## config.mk

```make
export PLATFORM = sky130hd
export DESIGN_NAME = pim_top
export DESIGN_NICKNAME = d
export VERILOG_FILES = /design/src/design/pim_top.v /design/src/design/pim_apb_if.v /design/src/design/pim_sticky.v
export VERILOG_INCLUDE_DIRS = /design/src /design/src/design
export SDC_FILE = /design/constraint.sdc
export NUM_CORES = 1
export LEC_CHECK = 0
export BUFFER_PORTS_ARGS = -buffer_cell sky130_fd_sc_hd__buf_2
export CAP_MARGIN = 25
export CORE_AREA = 2 2 64 66
export DETAILED_ROUTE_END_ITERATION = 8
export DIE_AREA = 0 0 66 68
export PLACE_DENSITY_LB_ADDON = 0.25
export SYNTH_ARGS = -nofsm -noshare
export SYNTH_HDL_FRONTEND = slang
export SYNTH_SLANG_ARGS = --single-unit
```

## constraint.sdc

```tcl
create_clock -name sys_clk -period 2.45 [get_ports sys_clk]
set_input_delay 0.1225 -clock sys_clk [delete_from_list [all_inputs] [get_ports sys_clk]]
set_output_delay 0.1225 -clock sys_clk [all_outputs]
set_load 0.03 [all_outputs]
```

## src/design/pim_defines.vh

```
/*
 * Constants for the peripheral interrupt enable mask block:
 * register byte offsets, field positions, writable masks and reset values.
 * Assumes a 32-bit APB register bus with word-aligned registers.
 */
`ifndef PIM_DEFINES_VH
`define PIM_DEFINES_VH

// register byte offsets
`define PIM_OFS_EN_TWO 8'h00
`define PIM_OFS_EN_THREE 8'h04
`define PIM_OFS_CORE_CTRL 8'h08
`define PIM_OFS_STATUS 8'h0C
`define PIM_OFS_CLEAR 8'h10
`define PIM_OFS_RAW 8'h14

// bit positions in the second enable register
`define PIM_BIT_OSC_FAIL 7
`define PIM_BIT_CLK_SWITCH 6
`define PIM_BIT_LOGIC_CELL_B 1
`define PIM_BIT_LOGIC_CELL_A 0

// bit positions in the third enable register
`define PIM_BIT_WAVEFORM_GEN 6
`define PIM_BIT_CAPCMP_B 1
`define PIM_BIT_CAPCMP_A 0

// bit position of the global gate in the core control register
`define PIM_BIT_GLOBAL_GATE 0

// implemented bits, all others read as zero
`define PIM_MASK_EN_TWO 8'hC3
`define PIM_MASK_EN_THREE 8'h43

// reset values
`define PIM_RST_EN_TWO 8'h00
`define PIM_RST_EN_THREE 8'h00
`define PIM_RST_GLOBAL_GATE 1'b0

`endif

```

## src/design/pim_top.v

```verilog
/*
 * Peripheral interrupt enable masks with APB register access.
 * Two 8-bit enable registers gate seven peripheral interrupt requests,
 * and a global gate in the core control register overrides them all.
 * Sticky status, a write-one clear register and one level interrupt.
 *
 * Register map, one aligned 32-bit word each:
 *   0x00 second enable register: oscillator fail, clock switch, logic cells
 *   0x04 third enable register: waveform generator, capture/compare units
 *   0x08 core control, bit 0 is the global peripheral gate
 *   0x0C sticky status, read only, layout {third, second}
 *   0x10 clear, write one to clear a status bit, reads zero
 *   0x14 raw request levels, read only
 * Unmapped offsets answer with pslverr and read zero; such writes are dropped.
 * Writes to status or raw are ignored without an error.
 * The enable registers double as the masks of the sticky status toward irq.
 * A status bit is set by the request level; a set beats a clear.
 *
 * Timing: every transfer has one setup and one access cycle, no wait.
 * Pass lines and the core request follow the request inputs by one cycle;
 * the interrupt line follows the sticky status by one more cycle.
 * Reset clears every register and output.
 *
 * Assumes request inputs synchronous to sys_clk and an APB master.
 */
// Summary of operation
// - no peripheral interrupt passes unless the global gate bit is set
// - second register bit 0 passes logic cell A request when one
// - third register bit 1 passes capture/compare B request when one
// - third register bit 0 passes capture/compare A request when one
`timescale 1ns/1ps
`include "pim_defines.vh"

module pim_top #(
    parameter AW = 8
) (
    input wire sys_clk,
    input wire rstn,
    input wire [AW-1:0] paddr,
    input wire psel,
    input wire penable,
    input wire pwrite,
    input wire [31:0] pwdata,
    output wire [31:0] prdata,
    output wire pready,
    output wire pslverr,
    input wire osc_fail_req,
    input wire clk_switch_done_req,
    input wire logic_cell_a_req,
    input wire logic_cell_b_req,
    input wire waveform_gen_req,
    input wire capcmp_a_req,
    input wire capcmp_b_req,
    output wire [15:0] periph_irq_pass,
    output wire core_periph_irq,
    output wire irq
);

    reg [7:0] periph_irq_enable_two_ff;
    reg [7:0] periph_irq_enable_three_ff;
    reg global_periph_irq_gate_ff;
    reg [31:0] prdata_ff;
    reg pslverr_ff;
    reg [15:0] pass_ff;
    reg core_irq_ff;
    reg irq_ff;

    reg [7:0] nxt_en_two;
    reg [7:0] nxt_en_three;
    reg nxt_gate;
    reg [31:0] nxt_prdata;
    reg nxt_pslverr;
    reg [15:0] nxt_pass;
    reg nxt_core_irq;
    reg nxt_irq;

    wire setup_cyc;
    wire commit;
    wire wr_commit;
    wire [15:0] req_vec;
    wire [15:0] en_vec;
    wire [15:0] status_vec;
    wire [15:0] clr_vec;
    wire [7:0] req_two;
    wire [7:0] req_three;
    wire [15:0] pending_vec;
    wire hit_en_two;
    wire hit_en_three;
    wire hit_core_ctrl;
    wire hit_status;
    wire hit_clear;
    wire hit_raw;

    // positions in the combined {third, second} vector
    localparam integer POS_LOGIC_CELL_A = `PIM_BIT_LOGIC_CELL_A;
    localparam integer POS_CAPCMP_B = 8 + `PIM_BIT_CAPCMP_B;
    localparam integer POS_CAPCMP_A = 8 + `PIM_BIT_CAPCMP_A;
    localparam [15:0] IMPL_MASK = {`PIM_MASK_EN_THREE, `PIM_MASK_EN_TWO};

    // offset match on the low address bits, upper bits must be zero
    function addr_hit;
        input [AW-1:0] addr;
        input [7:0] ofs;
        begin
            addr_hit = (addr[7:0] == ofs) && ((addr >> 8) == {AW{1'b0}});
        end
    endfunction

    // true for any offset that holds a register
    function addr_mapped;
        input [AW-1:0] addr;
        begin
            addr_mapped = addr_hit(addr, `PIM_OFS_EN_TWO)
                | addr_hit(addr, `PIM_OFS_EN_THREE)
                | addr_hit(addr, `PIM_OFS_CORE_CTRL)
                | addr_hit(addr, `PIM_OFS_STATUS)
                | addr_hit(addr, `PIM_OFS_CLEAR)
                | addr_hit(addr, `PIM_OFS_RAW);
        end
    endfunction

    // one source passes only with its enable and the global gate
    function src_pass;
        input gate;
        input req;
        input en;
        begin
            src_pass = gate & req & en;
        end
    endfunction

    // apb handshake
    pim_apb_if u_apb (
        .sys_clk(sys_clk),
        .rstn(rstn),
        .psel(psel),
        .penable(penable),
        .pready_ff(pready),
        .setup_cyc(setup_cyc),
        .commit(commit)
    );

    // a write lands at the completing access edge
    assign wr_commit = commit & pwrite;

    // register decode of the current address
    assign hit_en_two = addr_hit(paddr, `PIM_OFS_EN_TWO);
    assign hit_en_three = addr_hit(paddr, `PIM_OFS_EN_THREE);
    assign hit_core_ctrl = addr_hit(paddr, `PIM_OFS_CORE_CTRL);
    assign hit_status = addr_hit(paddr, `PIM_OFS_STATUS);
    assign hit_clear = addr_hit(paddr, `PIM_OFS_CLEAR);
    assign hit_raw = addr_hit(paddr, `PIM_OFS_RAW);

    // request lines placed in enable-register layout
    assign req_two = {osc_fail_req, clk_switch_done_req, 4'h0,
        logic_cell_b_req, logic_cell_a_req};
    assign req_three = {1'b0, waveform_gen_req, 4'h0,
        capcmp_b_req, capcmp_a_req};
    // combined layout, third register in the upper byte
    assign req_vec = {req_three, req_two};
    assign en_vec = {periph_irq_enable_three_ff, periph_irq_enable_two_ff};

    // enabled sticky events waiting for service
    assign pending_vec = status_vec & en_vec;

    // write-one clear of the status bits, only implemented bits
    assign clr_vec = (wr_commit && hit_clear)
        ? (pwdata[15:0] & IMPL_MASK) : 16'h0000;

    // sticky event status
    pim_sticky #(
        .W(16)
    ) u_status (
        .sys_clk(sys_clk),
        .rstn(rstn),
        .set_vec(req_vec),
        .clr_vec(clr_vec),
        .status(status_vec)
    );

    // register writes take effect at the completing edge
    always @* begin
        nxt_en_two = periph_irq_enable_two_ff;
        nxt_en_three = periph_irq_enable_three_ff;
        nxt_gate = global_periph_irq_gate_ff;
        if (wr_commit) begin
            // unimplemented enable bits are never stored
            if (hit_en_two) begin
                nxt_en_two = pwdata[7:0] & `PIM_MASK_EN_TWO;
            end
            if (hit_en_three) begin
                nxt_en_three = pwdata[7:0] & `PIM_MASK_EN_THREE;
            end
            // only the gate bit of the core control word is kept
            if (hit_core_ctrl) begin
                nxt_gate = pwdata[`PIM_BIT_GLOBAL_GATE];
            end
        end
    end

    // read data and error captured in the setup phase
    always @* begin
        nxt_prdata = prdata_ff;
        nxt_pslverr = pslverr_ff;
        if (setup_cyc) begin
            nxt_prdata = 32'h00000000;
            nxt_pslverr = ~addr_mapped(paddr);
            if (!pwrite) begin
                // enable registers and the gate
                if (hit_en_two) begin
                    nxt_prdata = {24'h000000, periph_irq_enable_two_ff};
                end
                if (hit_en_three) begin
                    nxt_prdata = {24'h000000, periph_irq_enable_three_ff};
                end
                if (hit_core_ctrl) begin
                    nxt_prdata = {31'h00000000, global_periph_irq_gate_ff};
                end
                // status and raw levels; clear and unmapped read zero
                if (hit_status) begin
                    nxt_prdata = {16'h0000, status_vec};
                end
                if (hit_raw) begin
                    nxt_prdata = {16'h0000, req_vec};
                end
            end
        end else if (commit) begin
            // error stands only for the access phase
            nxt_pslverr = 1'b0;
        end
    end

    // per-source pass lines, each gated by its enable and the global gate
    always @* begin
        nxt_pass = 16'h0000;
        if (global_periph_irq_gate_ff) begin
            nxt_pass = req_vec & en_vec;
        end
        // logic cell a on bit 0 of the second register
        nxt_pass[POS_LOGIC_CELL_A] = src_pass(global_periph_irq_gate_ff,
            logic_cell_a_req, periph_irq_enable_two_ff[`PIM_BIT_LOGIC_CELL_A]);
        // capture/compare b on bit 1 of the third register
        nxt_pass[POS_CAPCMP_B] = src_pass(global_periph_irq_gate_ff,
            capcmp_b_req, periph_irq_enable_three_ff[`PIM_BIT_CAPCMP_B]);
        // capture/compare a on bit 0 of the third register
        nxt_pass[POS_CAPCMP_A] = src_pass(global_periph_irq_gate_ff,
            capcmp_a_req, periph_irq_enable_three_ff[`PIM_BIT_CAPCMP_A]);
    end

    // live request to the core and sticky interrupt line
    always @* begin
        nxt_core_irq = |nxt_pass;
        nxt_irq = global_periph_irq_gate_ff & (|pending_vec);
    end

    // enable registers and global gate
    always @(posedge sys_clk) begin
        if (!rstn) begin
            periph_irq_enable_two_ff <= `PIM_RST_EN_TWO;
            periph_irq_enable_three_ff <= `PIM_RST_EN_THREE;
            global_periph_irq_gate_ff <= `PIM_RST_GLOBAL_GATE;
        end else begin
            periph_irq_enable_two_ff <= nxt_en_two;
            periph_irq_enable_three_ff <= nxt_en_three;
            global_periph_irq_gate_ff <= nxt_gate;
        end
    end

    // bus response
    always @(posedge sys_clk) begin
        if (!rstn) begin
            prdata_ff <= 32'h00000000;
            pslverr_ff <= 1'b0;
        end else begin
            prdata_ff <= nxt_prdata;
            pslverr_ff <= nxt_pslverr;
        end
    end

    // interrupt outputs
    always @(posedge sys_clk) begin
        if (!rstn) begin
            pass_ff <= 16'h0000;
            core_irq_ff <= 1'b0;
            irq_ff <= 1'b0;
        end else begin
            pass_ff <= nxt_pass;
            core_irq_ff <= nxt_core_irq;
            irq_ff <= nxt_irq;
        end
    end

    // bus outputs straight from flops
    assign prdata = prdata_ff;
    assign pslverr = pslverr_ff;

    // interrupt outputs straight from flops
    assign periph_irq_pass = pass_ff;
    assign core_periph_irq = core_irq_ff;
    assign irq = irq_ff;

endmodule

```

## src/design/pim_apb_if.v

```verilog
/*
 * APB handshake for the mask block: one wait-free access phase.
 * Assumes an APB master that holds the request until pready is seen high.
 */
`timescale 1ns/1ps

module pim_apb_if (
    input wire sys_clk,
    input wire rstn,
    input wire psel,
    input wire penable,
    output reg pready_ff,
    output wire setup_cyc,
    output wire commit
);

    reg nxt_pready;

    // setup phase and completing access edge
    assign setup_cyc = psel & ~penable;
    assign commit = psel & penable & pready_ff;

    // ready rises for the access phase, falls after completion
    always @* begin
        nxt_pready = pready_ff;
        if (commit) begin
            nxt_pready = 1'b0;
        end else if (setup_cyc) begin
            nxt_pready = 1'b1;
        end
    end

    // ready flop
    always @(posedge sys_clk) begin
        if (!rstn) begin
            pready_ff <= 1'b0;
        end else begin
            pready_ff <= nxt_pready;
        end
    end

endmodule

```

## src/design/pim_sticky.v

```verilog
/*
 * Sticky event bits: set by hardware, cleared by software write-one.
 * Assumes set and clear vectors synchronous to sys_clk.
 */
`timescale 1ns/1ps

module pim_sticky #(
    parameter W = 16
) (
    input wire sys_clk,
    input wire rstn,
    input wire [W-1:0] set_vec,
    input wire [W-1:0] clr_vec,
    output wire [W-1:0] status
);

    // one flop per bit; a set in the clear cycle wins
    genvar i;
    generate
        for (i = 0; i < W; i = i + 1) begin : g_bit
            reg bit_ff;
            always @(posedge sys_clk) begin
                if (!rstn) begin
                    bit_ff <= 1'b0;
                end else if (set_vec[i]) begin
                    bit_ff <= 1'b1;
                end else if (clr_vec[i]) begin
                    bit_ff <= 1'b0;
                end
            end
            assign status[i] = bit_ff;
        end
    endgenerate

endmodule

```

## Word-level counts from Yosys, hierarchy flattened

Cells that the tools add are included.

| word-level totals | value |
|---|---|
| bits in registers | 67 |

| cells by class | value |
|---|---|
| equal/unequal tests | 5 |
| multiplexer cells | 24 |
| bitwise logic cells | 21 |
| reductions and logical operators | 16 |

Operators by type and width:

| operator | number |
|---|---|
| $mux 15 | 4 |
| $mux 32 | 1 |
| $reduce_or 16->1 | 2 |
| $and 15x15->15 | 2 |
| $mux 8 | 3 |
| $eq 8x4->1 const B | 2 |
| $eq 8x5->1 const B | 2 |
| $mux 1 | 16 |
| $reduce_bool 2->1 | 8 |
| $and 1x1->1 | 11 |
| $eq 8x3->1 const B | 1 |
| $logic_not 8->1 | 1 |
| $reduce_and 2->1 | 3 |
| $or 1x1->1 | 5 |
| $not 1->1 | 3 |
| $reduce_or 2->1 | 1 |
| $logic_and 1x1->1 | 1 |

## Longest topological paths before layout

| logic depth | value |
|---|---|
| depth after elaboration | 8 |
| gate-level depth with buffers | 5 |

## Hierarchy

Synthesis repeated with hierarchy kept, for this count alone.

| unflattened totals | value |
|---|---|
| cell total of the unflattened synthesis | 272 |
| area, all modules | 2526.2 µm² |

By module, submodules not included:

| module | times used | cells an instance | area an instance (µm²) | seq. area each (µm²) |
|---|---|---|---|---|
| pim_top | 1 | 201 | 1784.2 | 680.7 |
| pim_sticky | 1 | 66 | 691.9 | 320.3 |
| pim_apb_if | 1 | 5 | 50.0 | 20.0 |

## Least setup slack after synthesis

No wires, ideal clock.

| timing path | value |
|---|---|
| path kind | in2reg |
| start | in paddr[7] |
| end | reg periph_irq_enable_two_ff[0] |
| library setup time | 119 ps |
| arrival | 1592 ps |
| data required time | 2331 ps |
| path slack | 739 ps |
| cell stages on the path | 5 |
| buffers on the path | 1 |
| cells stage by stage | or3_1 > or3_4 > or4b_1 > buf_2 > mux2i_1 |

| between the ends | value |
|---|---|
| cells in the longest elaborated chain, start to end | 2 |

Ends and longest elaborated chain:

| item | line | source |
|---|---|---|
| start: declaration | pim_top.v:39 | `input wire [AW-1:0] paddr,` |
| $logic_not 8->1 | pim_top.v:105 | `addr_hit = (addr[7:0] == ofs) && ((addr >> 8) == {AW{1'b0}});` |
| $reduce_and 2->1 (no line) | -- |  |
| end signal: assignment | pim_top.v:259 | `` periph_irq_enable_two_ff <= `PIM_RST_EN_TWO; `` |
| end signal: assignment | pim_top.v:263 | `periph_irq_enable_two_ff <= nxt_en_two;` |
| end: declaration | pim_top.v:59 | `reg [7:0] periph_irq_enable_two_ff;` |

No other way between the ends.
A chain may end at the register's enable or synchronous reset.

## Worst setup path after layout

| timing path | value |
|---|---|
| start | in paddr[7] |
| end | reg periph_irq_enable_two_ff[1] |

The elaborated chain is that of the path after synthesis.

==> impl_results.md <==
* Status: finished clean
* Synth Cell Area at 1628 um^2
* First-pass DRT Iterations at 4
* First-pass GRT wire length at roughly 5.6 mm
* CP Launch Type: input port
* Number of gates resized after CTS at 0
* Drt wl/cell at roughly 12 um
* Area contributors post-synth: dfxtp_1, buf_4, nand2_1
* Detailed Route WL at roughly 3.5 mm
* RSZ-0062 raised after global routing: false
* Die X at around 66 um
* I/O Buffers at 44
* Synth Instances at between 150 and 200
* Peak supply drop at ~0.26 mV
* P_int at 777.9 uW
* DP Cell Count at 282
* Max clock buf depth at 2
* Commonest cells post-synth: buf_4, dfxtp_1, nand2_1
* CTS tree: built
* CP max FO at 5
* Crit end category: register
* Sw Pwr at approximately 330 uW
* Fin crit period at ~1.6 ns
* Postcts setup bufs at 0
* Comb pwr share at approximately 14%
* Num CTS Buffers at 5
* Overall Global Routing Usage at 16.88%
* DP HPWL at 2.712 mm
* Crit path kind: in -> reg
* Sw frac at 29.94%
* # rows at 23
* Die Area at about 4500 um^2
* Ys flop type: dfxtp_1
* Starting Density at about 42%
* Root Buffer: clkbuf_8
* PD cells at between 500 and 600 nW/um^2
* DRC violations left at 0
* Tcrit/Tclk final at between 60% and 70%
* Initial antenna violation count at 0
* Delay-heaviest family, CP: simple AND/OR/NAND/NOR gates
* Antenna-violating nets left at 0
* Worst path max stage delay at between 0.6 and 0.7 ns
* Worst skew pair latency at between 0.2 and 0.3 ns
* CTS Hold Bufs at 0
* Synth unique cells at 34
* Req. time, crit path at approximately 2.6 ns
* Final non-filler cell total at 290
* Sequential fraction of the synthesis area at 40.58%
* Sequential share of power at about 50%
* Most frequent cell after synthesis: buf_4
* Clock share of power at between 30 and 40%
* Leakage at roughly 0.88 nW
* Setup violations, final at 0
* Min-delay worst type: in -> reg
* Area Growth Syn to Fin at 14.22%
* Vias at ~1400
* Flops & latches, synth at 33
* Via density at 4.790
* Fmax at about 0.6 GHz
* Clk_skew at 0.005273 ns
* Die H at 68 um
* Syn Area/Cell at between 8 and 9 um^2
* # diodes at 0
* Final Power at 1.110 mW
* Fillers at about 420
* Post-synth EDFFs at 0
* Final GP Congestion at ~0.80
* Vias in the first global route at around 1200
* Clock-pin transition on the worst setup and hold timing paths at approximately 0.07 ns
* Post-synthesis async set-or-reset flop share at 0%
* Hold Fails Final Rpt at 0
* Ratio of cells with drive above 1 in the final layout at a little under a quarter
* Worst path cell trace: buf_2 -> or3_1 -> or3_4 -> or4b_1 -> mux2i_1
* Slew headroom at 62.46%
* Layout Nets at just under 300
* CTS H-tree lvls at 2
* Max-cap viol count at 0
* Clock sink total at 33
* Cell taking the most area after synthesis: dfxtp_1
* DR iter-0 viols at 110
* Crit path buf inv count at 1
* Final setup TNS at 0 ns
* Core region area at ~3900 um^2
* Final Max Slew Viols at 0
* GRT overflow at 0
* CP max-delay cell: or4b_1
* YS warnings at 0
* Largest net degree at the start of global routing at 24
* CP arrival at roughly 1.8 ns
* Num ports at 104
* Tightest Pin Transition at approximately 0.56 ns
* Synth top area share at ~41%
[cells by family after synthesis]
kind of cell           after synthesis  share of synthesized area [%]
AO/OA/AOI/OAI                       48                          18.60
buffers and inverters               48                          19.06
multiplexers                         9                          5.611
AND/OR/NAND/NOR                     53                          15.91
flip-flops                          33                          40.58
other                                1                         0.2304
[placed cells by master, fill, tap and decap left out, drive strengths merged, types with 2 or more instances in the layout]
cell,synthesis,layout
a21oi,2,2
a22o,2,2
a22oi,9,9
a31oi,10,10
buf,36,46
clkbuf,3,5
clkinv,0,2
conb,1,34
dfxtp,33,33
inv,9,9
mux2i,8,8
nand2,27,27
nand3,2,2
nor2,9,9
nor2b,3,3
o21ai,19,19
or3,2,2
or4b,2,2
[through the flow]
stage	worst slack, ns	hold WS [ns]	util [%]	area [um^2]
final	0.8327	0.02577	48.22	1859
after global routing	0.7713	0.02313	48.22	1859
after CTS	0.8328	0.02438	48.22	1859
after detailed placement	0.5358	0.3270	45.98	1773
after global placement	0.5321	0.3233	45.98	1773
after floorplan	0.7390	0.2129	-	1752
[area by class of cell]
class / count / area, um^2 / share of cell area, %
Tap cell: 50 / 62.56 / 3.365
Multi-Input combinational cell: 144 / 780.7 / 41.99
Timing Repair Buffer: 46 / 235.2 / 12.65
Clock inverter: 3 / 17.52 / 0.9421
Inverter: 9 / 33.78 / 1.817
Clock buffer: 5 / 68.82 / 3.701
Sequential cell: 33 / 660.6 / 35.53
[final timing paths]
kind	start	end	slack [ns]	cells after the start
setup / recovery	paddr[7]	periph_irq_enable_two_ff[1]	0.83	5
hold / removal	pwdata[9]	u_status.g_bit[9].bit_ff	0.03	2
setup reg to reg	u_apb.pready_ff	periph_irq_enable_two_ff[1]	1.00	3
hold reg to reg	prdata[8]	prdata[8]	0.45	2
[state kept, by name, summed over array words and instances (netlist names), 3 cells and up]
name	cells
periph_irq_enable_three_ff	3
prdata	7
periph_irq_enable_two_ff	4
periph_irq_pass	7
u_status.g_bit.bit_ff	7
[worst register-to-register path, delay by kind of cell, from the launching register on]
family,cells,cell delay [ns]
flip-flops,1,0.36
multiplexers,1,0.17
AND/OR/NAND/NOR,2,0.80
[power by group through the flow]
stage / combinational [mW] / sequential, mW / clock [mW]
2_1_floorplan: 0.148 / 0.569 / 0
3_3_place_gp: 0.153 / 0.567 / 0
3_5_place_dp: 0.154 / 0.567 / 0
4_1_cts: 0.155 / 0.555 / 0.406
5_1_grt: 0.170 / 0.556 / 0.434
6_report: 0.156 / 0.555 / 0.400
[routing by layer]
metal	up-vias	track usage [%]	wire (um)
met2	61	29.42	1701
met4	0	7.143	38
li1	700	-	-
met1	624	19.10	1504
met3	4	5.428	280
met5	-	0	0
Power figures use the tool's default switching activity.
